--- src/pkg/rbbs_pkg.sv ---
package rbbs_pkg;
   // opcode fields, widths, address limits and reset values of the core
   localparam logic [4:0] BRANCH_OPC = 5'h1A; // top five bits 1101_0 of the branch
   localparam logic [3:0] BITSET_OPC = 4'h8; // top four bits 1000 of the bit set
   localparam int OFS_W = 11; // branch offset width
   localparam int PC_W = 21; // program counter width
   localparam int ADR_W = 12; // data memory address width
   localparam logic [7:0] IDX_LIM = 8'h5F; // indexed literal offset limit
   localparam logic [7:0] ACC_LO_LIM = 8'h7F; // access bank: low part ends here
   localparam logic [3:0] ACC_HI_BANK = 4'hF; // access bank upper half bank
   localparam logic [1:0] Q_RESET = 2'h0; // phase counter reset value
   localparam logic [PC_W-1:0] PC_RESET = 21'h000000;

   // quarter phases of one instruction cycle, gray ordered
   typedef enum logic [1:0] {
      RBBS_Q1 = 2'b00,
      RBBS_Q2 = 2'b01,
      RBBS_Q3 = 2'b11,
      RBBS_Q4 = 2'b10
   } rbbs_phase_e;

   // data memory request carried as a group
   typedef struct packed {
      logic rd;
      logic wr;
      logic [ADR_W-1:0] adr;
      logic [7:0] wdat;
   } rbbs_mem_s;
endpackage

--- src/core/rbbs_addr_gen.sv ---
`timescale 1ns/100ps
// resolves the 8-bit register field into a full data memory address
module rbbs_addr_gen import rbbs_pkg::*; (
   input wire logic [7:0] regField,
   input wire logic accFlag,
   input wire logic extEnable,
   input wire logic [3:0] bankSelect,
   input wire logic [ADR_W-1:0] indexBase,
   output logic [ADR_W-1:0] memAddr
);
   // pure combinational; caller registers the result
   always_comb begin
      if (accFlag) begin
         memAddr = {bankSelect, regField};
      end else if (extEnable && (regField <= IDX_LIM)) begin
         // indexed literal offset replaces the access bank low part up to IDX_LIM
         memAddr = indexBase + {4'h0, regField};
      end else if (regField <= ACC_LO_LIM) begin
         memAddr = {4'h0, regField};
      end else begin
         memAddr = {ACC_HI_BANK, regField};
      end
   end
endmodule // rbbs_addr_gen

--- src/core/rbbs_exec.sv ---
`timescale 1ns/100ps
module rbbs_exec import rbbs_pkg::*; (
   input wire logic sys_clk,
   input wire logic rst,
   input wire logic [15:0] instrWord,
   input wire logic instrValid,
   input wire logic [PC_W-1:0] pcNext,
   input wire logic [3:0] bankSelect,
   input wire logic extEnable,
   input wire logic [ADR_W-1:0] indexBase,
   input wire logic [7:0] memRdata,
   output logic [1:0] phase,
   output logic pcLoad,
   output logic [PC_W-1:0] pcTarget,
   output logic flushActive,
   output rbbs_mem_s memReq,
   output logic statusWrite
);
   rbbs_phase_e phase_ff; // quarter phase of the instruction cycle
   logic [15:0] ir_ff; // word latched at Q1
   logic irValid_ff; // latched word is real
   logic flush_ff; // second, idle cycle of the branch
   logic pcLoad_ff;
   logic [PC_W-1:0] pcTarget_ff;
   rbbs_mem_s memReq_ff;
   logic [ADR_W-1:0] resolvedAddr; // operand address from the bank logic
   logic isBranch; // decoded unconditional_relative_branch
   logic isBitSet; // decoded set_register_bit
   logic [PC_W-1:0] branchDisp; // sign extended 2n

   // decode works on the latched word; an idle flush cycle decodes nothing
   assign isBranch = irValid_ff && !flush_ff && (ir_ff[15:11] == BRANCH_OPC);
   assign isBitSet = irValid_ff && !flush_ff && (ir_ff[15:12] == BITSET_OPC);
   // offset doubled: word offset into a byte-addressed PC
   assign branchDisp = {{(PC_W-OFS_W-1){ir_ff[OFS_W-1]}}, ir_ff[OFS_W-1:0], 1'b0};

   rbbs_addr_gen i_rbbs_addr_gen (
      .regField(ir_ff[7:0]),
      .accFlag(ir_ff[8]),
      .extEnable(extEnable),
      .bankSelect(bankSelect),
      .indexBase(indexBase),
      .memAddr(resolvedAddr)
   );

   // four-phase sequencer
   always_ff @(posedge sys_clk or posedge rst) begin
      if (rst) begin
         phase_ff <= RBBS_Q1;
      end else begin
         case (phase_ff)
            RBBS_Q1: phase_ff <= RBBS_Q2;
            RBBS_Q2: phase_ff <= RBBS_Q3;
            RBBS_Q3: phase_ff <= RBBS_Q4;
            RBBS_Q4: phase_ff <= RBBS_Q1;
            default: phase_ff <= RBBS_Q1;
         endcase
      end
   end

   // instruction latch at Q1 decode
   always_ff @(posedge sys_clk or posedge rst) begin
      if (rst) begin
         ir_ff <= 16'h0000;
         irValid_ff <= 1'b0;
      end else if (phase_ff == RBBS_Q4) begin
         ir_ff <= instrWord;
         irValid_ff <= instrValid;
      end
   end

   // flush marks the cycle after a taken branch; the prefetched word is dropped
   always_ff @(posedge sys_clk or posedge rst) begin
      if (rst) begin
         flush_ff <= 1'b0;
      end else if (phase_ff == RBBS_Q4) begin
         flush_ff <= isBranch;
      end
   end

   // program counter write at Q4 of the branch cycle
   always_ff @(posedge sys_clk or posedge rst) begin
      if (rst) begin
         pcLoad_ff <= 1'b0;
         pcTarget_ff <= PC_RESET;
      end else begin
         pcLoad_ff <= 1'b0;
         if (phase_ff == RBBS_Q3 && isBranch) begin
            // pcNext already holds PC+2 from the fetch
            pcTarget_ff <= pcNext + branchDisp;
            pcLoad_ff <= 1'b1;
         end
      end
   end

   // read-modify-write: read at Q2, write at Q4
   always_ff @(posedge sys_clk or posedge rst) begin
      if (rst) begin
         memReq_ff <= '0;
      end else begin
         memReq_ff.rd <= 1'b0;
         memReq_ff.wr <= 1'b0;
         if (isBitSet) begin
            if (phase_ff == RBBS_Q1) begin
               memReq_ff.rd <= 1'b1;
               memReq_ff.adr <= resolvedAddr;
            end else if (phase_ff == RBBS_Q3) begin
               // data returned during Q2 is modified here
               memReq_ff.wr <= 1'b1;
               memReq_ff.wdat <= memRdata | (8'h01 << ir_ff[11:9]);
            end
         end
      end
   end

   assign phase = phase_ff;
   assign pcLoad = pcLoad_ff;
   assign pcTarget = pcTarget_ff;
   assign flushActive = flush_ff;
   assign memReq = memReq_ff;
   // neither instruction touches the status flags
   assign statusWrite = 1'b0;

   // branch target equals advanced PC plus doubled, sign extended word offset
   property p_branch_target;
      @(posedge sys_clk) disable iff (rst)
      (phase_ff == RBBS_Q3 && isBranch) |=> pcLoad_ff &&
         (pcTarget_ff == $past(pcNext) + {{(PC_W-OFS_W-1){$past(ir_ff[OFS_W-1])}},
         $past(ir_ff[OFS_W-1:0]), 1'b0});
   endproperty
   a_branch_target: assert property (p_branch_target) else $error("bad branch target");

   property p_branch_flush;
      @(posedge sys_clk) disable iff (rst)
      (phase_ff == RBBS_Q4 && isBranch) |=> flush_ff [*4];
   endproperty
   a_branch_flush: assert property (p_branch_flush) else $error("branch idle cycle missing");

   // the idle cycle may neither touch memory nor reload the PC
   property p_flush_idle;
      @(posedge sys_clk) disable iff (rst)
      flush_ff |-> !memReq_ff.rd && !memReq_ff.wr && !pcLoad_ff;
   endproperty
   a_flush_idle: assert property (p_flush_idle) else $error("activity in idle cycle");

   property p_pcload_one;
      @(posedge sys_clk) disable iff (rst)
      pcLoad_ff |-> phase_ff == RBBS_Q4 && !$past(pcLoad_ff);
   endproperty
   a_pcload_one: assert property (p_pcload_one) else $error("pc load misplaced");

   property p_bitset_write;
      @(posedge sys_clk) disable iff (rst)
      (phase_ff == RBBS_Q1 && isBitSet) |=> memReq_ff.rd ##2 memReq_ff.wr &&
         memReq_ff.wdat[ir_ff[11:9]];
   endproperty
   a_bitset_write: assert property (p_bitset_write) else $error("bit set write wrong");

   property p_bitset_bank;
      @(posedge sys_clk) disable iff (rst)
      (phase_ff == RBBS_Q1 && isBitSet && ir_ff[8]) |=>
         memReq_ff.adr == {$past(bankSelect), $past(ir_ff[7:0])};
   endproperty
   a_bitset_bank: assert property (p_bitset_bank) else $error("banked address wrong");

   // access bank also applies with the extended set on, above the indexed range
   property p_bitset_access;
      @(posedge sys_clk) disable iff (rst)
      (phase_ff == RBBS_Q1 && isBitSet && !ir_ff[8]
         && !(extEnable && ir_ff[7:0] <= IDX_LIM)) |=>
         memReq_ff.adr == {($past(ir_ff[7]) ? ACC_HI_BANK : 4'h0), $past(ir_ff[7:0])};
   endproperty
   a_bitset_access: assert property (p_bitset_access) else $error("access bank wrong");

   property p_bitset_index;
      @(posedge sys_clk) disable iff (rst)
      (phase_ff == RBBS_Q1 && isBitSet && !ir_ff[8] && extEnable
         && ir_ff[7:0] <= IDX_LIM) |=>
         memReq_ff.adr == $past(indexBase) + {4'h0, $past(ir_ff[7:0])};
   endproperty
   a_bitset_index: assert property (p_bitset_index) else $error("indexed address wrong");

   property p_decode;
      @(posedge sys_clk) disable iff (rst)
      pcLoad_ff |-> $past(ir_ff[15:11]) == BRANCH_OPC;
   endproperty
   a_decode: assert property (p_decode) else $error("load without branch opcode");
endmodule // rbbs_exec

--- config.mk ---
export PLATFORM = sky130hd
export DESIGN_NAME = rbbs_exec
export DESIGN_NICKNAME = d
export VERILOG_FILES = /design/src/pkg/rbbs_pkg.sv /design/src/core/rbbs_addr_gen.sv /design/src/core/rbbs_exec.sv
export SDC_FILE = /design/constraint.sdc
export NUM_CORES = 1
export LEC_CHECK = 0
export BUFFER_PORTS_ARGS = -buffer_cell sky130_fd_sc_hd__buf_2
export CORE_MARGIN = 5
export CORE_UTILIZATION = 52
export CTS_CLUSTER_DIAMETER = 100
export DETAILED_ROUTE_END_ITERATION = 8
export PLACE_DENSITY = 0.81
export SYNTH_ARGS = -nofsm -noshare
export SYNTH_HDL_FRONTEND = slang
export SYNTH_SLANG_ARGS = --single-unit
--- constraint.sdc ---
create_clock -name sys_clk -period 3.5 [get_ports sys_clk]
set_input_delay 0.35 -clock sys_clk [delete_from_list [all_inputs] [get_ports sys_clk]]
set_output_delay 0.35 -clock sys_clk [all_outputs]
set_load 0.02 [all_outputs]
# Yosys cells after proc, flatten, opt, wreduce, memory -nomap -nowiden
# Cells that the tools add are included.
[word_totals]
ff_bits = 64
[classes]
add_sub_neg = 2
magnitude_cmp = 2
eq_ne = 5
n_shift = 1
mux = 12
n_bitwise = 2
reduce_logical = 9
[ops]
columns = ["operator", "count"]
rows = [
  ["12-bit two-way mux", 4],
  ["22-bit two-way mux", 1],
  ["21-bit adder", 1],
  ["8-bit by 7-bit less-or-equal comparator with 1-bit output, second input constant", 2],
  ["8-bit two-way mux", 2],
  ["12-bit by 8-bit adder with 12-bit output", 1],
  ["8-bit bitwise OR", 1],
  ["2-bit one-hot mux with 4 select lines", 1],
  ["1-bit by 3-bit left shift with 8-bit output, first input constant", 1],
  ["5-bit == test, second input constant", 1],
  ["1-bit logical AND", 5],
  ["2-bit == test, second input constant", 2],
  ["4-bit == test, second input constant", 1],
  ["1-bit two-way mux", 4],
  ["3-bit AND reduction", 1],
  ["2-bit by 1-bit == test with 1-bit output, second input constant", 1],
  ["2-bit logical NOT", 1],
  ["2-bit AND reduction", 1],
  ["1-bit logical NOT", 1],
  ["1-bit inverter", 1],
]

# Longest topological paths before layout
# Gate-level depths: netlist of the first run.
[depth]
ltp_word = 6
ltp_mapped = 10

# Cells and area by module
# A second synthesis of the first run with hierarchy kept.
[unflattened]
hier_cells = 439
hier_area_um2 = 4145.2
[by_module_without_submodules]
columns = ["module", "instances", "cells_each", "area_each_um2", "seq_area_each_um2"]
rows = [
  ["rbbs_exec", 1, 336, 3477.1, 1601.5],
  ["rbbs_addr_gen", 1, 103, 668.1, 0.0],
]

# Worst setup path after synthesis of the first run
# No wires, ideal clock.
[synth_timing]
kind = "register -> register"
from = "register ir_ff[0]"
to = "register pcTarget_ff[19], in the netlist pcTarget[19]"
setup_ns = 0.131
arrival_time_ns = 2.376
required_ns = 3.369
path_slack_ns = 0.993
path_stages_with_launch = 10
n_path_buf = 0
synth_period_minus_slack_ns = 2.507
cell_sequence = "dfrtp_1 ha_1 fa_1 a21o_1 a221oi_4 nand3_2 a221o_1 a211oi_2 xor2_1 o21ai_1"
[synth_via]
elab_chain_cells = 1
[synth_lines]
columns = ["element", "line", "rtl"]
rows = [
  ["from (decl)", "rbbs_exec.sv:20", "logic [15:0] ir_ff;"],
  ["from (signal assigned)", "rbbs_exec.sv:67", "ir_ff <= instrWord;"],
  ["21-bit adder", "rbbs_exec.sv:90", "pcTarget_ff <= pcNext + branchDisp;"],
  ["to (signal assigned)", "rbbs_exec.sv:90", ""],
  ["to (decl)", "rbbs_exec.sv:24", "logic [PC_W-1:0] pcTarget_ff;"],
]
# No other way between the ends.
# A chain may end at the register's enable or synchronous reset.

# Worst setup path after layout of the first run
[layout_timing]
from = "register ir_ff[0]"
to = "register pcTarget_ff[17], in the netlist pcTarget[17]"
# Same word-level chain as after synthesis.

==> reports/summary.txt, run 1 <==
Period minus WS final: 2810 ps
Post-DP Area: 4420 µm²
post-synthesis async set-or-reset flop share: 100%
critical path capture point type: flop
Slowest cell on crit path: fa_1
pin count of the biggest net entering global routing: 48
Finish-stage setup viols: 0
setup repair after global routing missed its margin: no
Final Core Density: 64.9%
relative slew slack: 18.1%
VDD IR max: 0.201 mV
most common cell in the netlist: dfrtp_1
vias per inst: 5.47
antenna-violating nets left: 0
routability cong.: 0.958
Slew Viols, Final: 0
Skew-Pair Late Insertion Delay: 340 ps
nature of the critical path startpoint: flop
Area contributors post-synth: dfrtp_1 (42%), ha_1 (8.9%), nand2_1 (5.3%)
share of layout cells above drive strength 1: 28.4%
Vias: 3,374
detailed placer's ending HPWL: 7060 µm
status: completed
HP Class: in2reg
H-tree lvl count: 3
max incr delay on CP: 420 ps
Clock Sink Count: 64
chip width: 95.3 µm
# DRC: 0
First-pass DRT Iterations: 4
critical-path maximum fanout: 4
vias in the first global route: 3,336
ANT cells: 0
DRT Wirelength: 9260 µm
post-CTS resize count: 0
grt ovf: 0
Reg clk slew, reported paths: 70 ps
final hold vios: 0
number of max-cap violations: 0
Area growth syn-to-layout: 23.1%
TritonCTS Buffers: 9
multi-input logic area: 2070 µm²
first-pass GRT wire length: 15,000 µm
Clk Tree Root Cell: clkbuf_8
most frequent cells after synthesis: dfrtp_1 (64), nand2_1 (53), a21oi_1 (36)
Power Density: 447 nW/µm²
Synth top area share: 42.3%
number of distinct library cells after synthesis: 46
non-filler cells in the finished layout: 617
flop and latch count out of synthesis: 64
Synth area leader: dfrtp_1
# fillers: 588
Crit Path Class: reg2reg
Layout Cell Area excl Fill: 4650 µm²
Top Ports: 113
Post-synth EDFFs: 0
synthesized area: 3780 µm²
Setup TNS: 0 ps
CTS tree: built
Mapped Cells: 405
Setup Skew: 10.6 ps
Syn Nets: 499
initial antenna violation count: 1
Final Net Count: 608
Req. time, crit path: 3660 ps
Total GRT Usage: 21.0%
Starting Density: 52.7%
cts hold-fix bufs: 0
post-CTS setup buffers: 0
Routed WL per cell: 15.0 µm
Post-Syn Area per Cell: 9.34 µm²
CP Cell Sequence: ha_1, fa_1, a21o_1, a221oi_4, nand3_2, a221o_1, a31oi_1, xor2_1, o21ai_1
worst-case clock buffer depth: 2
WP data arrival: 2970 ps
P_leak: 2.26 nW
die area: 9080 µm²
Reg area: 1600 µm²
register area share after synthesis: 42.3%
floorplan die height: 95.3 µm
Ys Warns: 0
max frequency: 356 MHz
placed cells: 602
predominant post-synthesis flop cell: dfrtp_1
core outline area: 7180 µm²
drt initial violations: 141
IO buf count: 111
fin crit share: 80.2%
# rows: 31
Tightest Pin Transition: 1230 ps
[state kept, by name, summed over array words and instances, names as in the netlist]
signal,count
irValid_ff,1
flushActive,1
memReq,22
ir_ff,16
pcTarget,21
phase,2
pcLoad,1
[metrics by stage]
stage          setup WS, ps  total power [mW]  hold WS, ps
2_1_floorplan           993              1.17          455
3_3_place_gp            793              1.32          436
3_5_place_dp            655              1.33          451
4_1_cts                 696              2.09          188
5_1_grt                 540              2.18          207
6_report                694              2.08          206
[critical path: cells and delay by family (launching register included)]
| kind | cells | cell delay, ps |
|---|---|---|
| DFF | 1 | 410 |
| xor gates and xnor gates | 1 | 210 |
| adders and majority gates | 2 | 660 |
| AOI/OAI and AO/OA | 5 | 1230 |
| and+or+nand+nor | 1 | 130 |
[worst paths after layout]
path                        startpoint            to  slack (ps)  cells past startpoint
hold / removal               pcNext[0]   pcTarget[0]         210                      3
setup / recovery              ir_ff[0]  pcTarget[17]         690                      9
max in group asynchronous          rst  pcTarget[17]        2440                      3
setup reg to reg              ir_ff[0]  pcTarget[17]         690                      9
min in group asynchronous          rst     ir_ff[12]         240                      2
hold reg to reg            pcTarget[1]   pcTarget[1]         470                      2
[cells in the final DEF (no fill, tap or decap), drive strengths merged, types with 10 or more instances in the layout]
cell	instances
o21ai	49
xor2	12
nand2	53
nor2	24
clkbuf	13
xnor2	13
ha	27
a21o	10
buf	112
mux2	12
a21oi	37
dfrtp	64
a31oi	11
inv	16
[final cells by class]
| type | instances | area share [%] |
|---|---|---|
| inverter | 16 | 1.29 |
| clock inverter | 2 | 1.29 |
| tap | 99 | 2.66 |
| sequential | 64 | 34.4 |
| multi-input combinational | 311 | 44.4 |
| clock buffer | 13 | 3.84 |
| timing repair buffer | 112 | 12.1 |
[power breakdown]
part           switching, mW  total, mW  internal [mW]
combinational          0.282      0.480          0.198
clock                  0.284      0.759          0.476
sequential            0.0414      0.840          0.799
[logic make-up after synthesis]
group | share of synthesized area (%)
AO/OA/AOI/OAI | 21.8
XOR/XNOR | 5.79
adder cells (fa/ha/maj) | 9.99
buffers and inverters | 3.08
flip-flops | 42.3
multiplexers | 4.10
other | 0.0991
AND/OR/NAND/NOR | 12.8
[routing by layer]
layer  wire, µm  vias up  part of all wire (%)  global-route usage, %
li1           -     1655                     -                      -
met1       3980     1564                    43                   26.9
met2       4410      140                    48                   34.8
met3        733       13                   7.9                   4.58
met4        124        2                   1.3                   7.81
met5          7        -                 0.076                      0
No activity file was read; power rests on OpenSTA's default activity.
==> run 2, diff against run 1 <==
CORE_UTILIZATION = 47   (was 52)
PLACE_DENSITY = 0.78   (was 0.81)
clock period = 2.45 ns   (was 3.5 ns; I/O delays follow)
==> run 2 against run 1 <==
The run now ends with setup timing left; non-clock buffer count rose by 29; combinational power grew 60%; critical path depth did not move; via count grew 2.4%; critical endpoint is now pcTarget[19].
==> reports/summary.txt, run 2 (synthesized netlist as in run 1, its figures left out) <==
status: complete, but fails checks
failing checks: setup timing
WP data arrival: 2710 ps (-260 ps)
ANT cells: 0 (unchanged)
H-tree lvl count: 3 (unchanged)
relative slew slack: 59.5% (+41 points)
cell family with the largest share of critical-path delay: compound AO/OA/AOI/OAI gates
Reg clk slew, reported paths: 70 ps (about the same)
share of layout cells above drive strength 1: 35.0% (+6.7 points)
drt initial violations: 123 (-13%)
Slowest cell on crit path: dfrtp_1
core outline area: 7770 µm² (+8.2%)
final hold vios: 0 (unchanged)
chip width: 99.7 µm (+4.6%)
Starting Density: 48.7% (-4.0 points)
Area growth syn-to-layout: 30.0%
CTS tree: built
Tightest Pin Transition: 607 ps (-622 ps)
grt ovf: 0 (unchanged)
P_leak: 2.39 nW (+5.6%)
first-pass GRT wire length: 15,800 µm (+5.0%)
Total GRT Usage: 19.5% (-1.5 points)
Skew-Pair Late Insertion Delay: 340 ps (about the same)
Vias: 3,456 (+2.4%)
Layout Cell Area excl Fill: 4920 µm² (+5.6%)
critical-path maximum fanout: 3 (-1)
setup repair after global routing missed its margin: yes
Finish-stage setup viols: 2 (+2)
nature of the critical path startpoint: flop
detailed placer's ending HPWL: 7390 µm (+4.6%)
Slew Viols, Final: 0 (unchanged)
max reg flops: 22 (unchanged)
max frequency: 400 MHz (+12%)
commonest cells after routing, fill and taps aside: buf_2 (111), dfrtp_1 (64), nand2_1 (53)
routability cong.: 0.903 (-5.7%)
CP Cell Sequence: ha_2, fa_2, a21o_1, a221oi_4, nand3_2, a221o_1, a211oi_2, xor2_1, o21ai_1
VDD IR max: 0.307 mV (+53%)
Period minus WS final: 2500 ps (-307 ps)
initial antenna violation count: 0 (-1)
Routed WL per cell: 14.8 µm (-1.3%)
Clock Sink Count: 64 (unchanged)
Power Density: 586 nW/µm² (+31%)
vias in the first global route: 3,468 (+4.0%)
floorplan die height: 99.7 µm (+4.6%)
die area: 9940 µm² (+9.5%)
# fillers: 672 (+14%)
TritonCTS Buffers: 9 (unchanged)
Req. time, crit path: 2660 ps (-1000 ps)
# rows: 32 (+3.2%)
Clk Tree Root Cell: clkbuf_8
HP Class: in2reg
Setup Skew: 10.1 ps (-0.500 ps)
Setup TNS: -79.5 ps (-79.5 ps)
Top Ports: 113 (unchanged)
First-pass DRT Iterations: 4 (unchanged)
pin count of the biggest net entering global routing: 41 (-15%)
DRT Wirelength: 9620 µm (+3.9%)
crit path buf inv count: 0 (unchanged)
critical path capture point type: flop
Final Net Count: 637 (+4.8%)
max incr delay on CP: 390 ps (-30 ps)
Final WS setup: -48.9 ps (-743 ps)
Post-DP Area: 4560 µm² (+3.3%)
vias per inst: 5.32 (-2.8%)
# DRC: 0 (unchanged)
worst-case clock buffer depth: 2 (unchanged)
antenna-violating nets left: 0 (unchanged)
Final Power: 2.88 mW (+39%)
fin crit share: 102% (+22 points)
Final Core Density: 63.3% (-1.6 points)
commonest non-fill, non-tap cell in the layout: buf_2
Crit Path Class: reg2reg
number of max-cap violations: 0 (unchanged)
IO buf count: 111 (unchanged)
## run 2: changes by cell type in the layout (fill, tap and decap cells not counted), moves of 3 or more
cell | before | now
ha_2 | 0 | 3
buf_4 | 1 | 29
a211oi_1 | 6 | 3
ha_1 | 27 | 23
a211oi_2 | 1 | 4
## run 2: area by class of cell
cell class	instances	area (µm²)	share of cell area (%)
Clock inverter	3	40.0	0.814
Inverter	16	60.1	1.22
Timing Repair Buffer	141	783	15.9
Multi-Input combinational cell	311	2140	43.6
Tap cell	102	128	2.60
Clock buffer	13	159	3.23
Sequential cell	64	1600	32.6
## run 2: timing repair
item                                    4_1_cts  5_1_grt
hold buffers                                  1        0
setup buffers                                 3        7
gates resized for setup                       1       18
endpoints found under the hold margin        27        0
endpoints found under the setup margin        3       11
pin swaps                                     3        7
## run 2: power by group
group	switching (mW)	internal, mW
clock network	0.401	0.524
registers	0.0505	1.14
logic	0.433	0.332
total	0.885	2.00
## run 2: per-layer routing
| layer | up-vias | track usage, % | wire, µm |
|---|---|---|---|
| met5 | - | 0 | 0 |
| met4 | 0 | 7.56 | 163 |
| met3 | 15 | 4.63 | 654 |
| met2 | 114 | 31.8 | 4550 |
| met1 | 1614 | 25.0 | 4250 |
| li1 | 1713 | - | - |
## run 2: stage by stage
stage                     worst slack, ps  std cells  hold slack, ps
after detailed placement            -57.6        623             348
after global placement               23.6        623             343
after floorplan                      20.1        405             350
after CTS                           -50.9        643            97.4
after global routing                 -165        650             117
final                               -48.9        650             105
## run 2: worst paths after layout
kind	from	end	slack, ps	cells after the start
worst max-delay path	ir_ff[0]	pcTarget[19]	-50	9
worst min-delay path	instrWord[1]	ir_ff[1]	100	3
worst max register to register	ir_ff[0]	pcTarget[19]	-50	9
worst min register to register	phase[0]	phase[1]	470	0
max in group asynchronous	rst	ir_ff[15]	1210	4
min in group asynchronous	rst	memReq[5]	550	3
## run 2: tightest hold or removal path: cells and delay by family
| family | cells | cell delay [ps] |
|---|---|---|
| buf+inv | 1 | 70 |
| compound gates | 1 | 50 |
| simple gates | 1 | 30 |
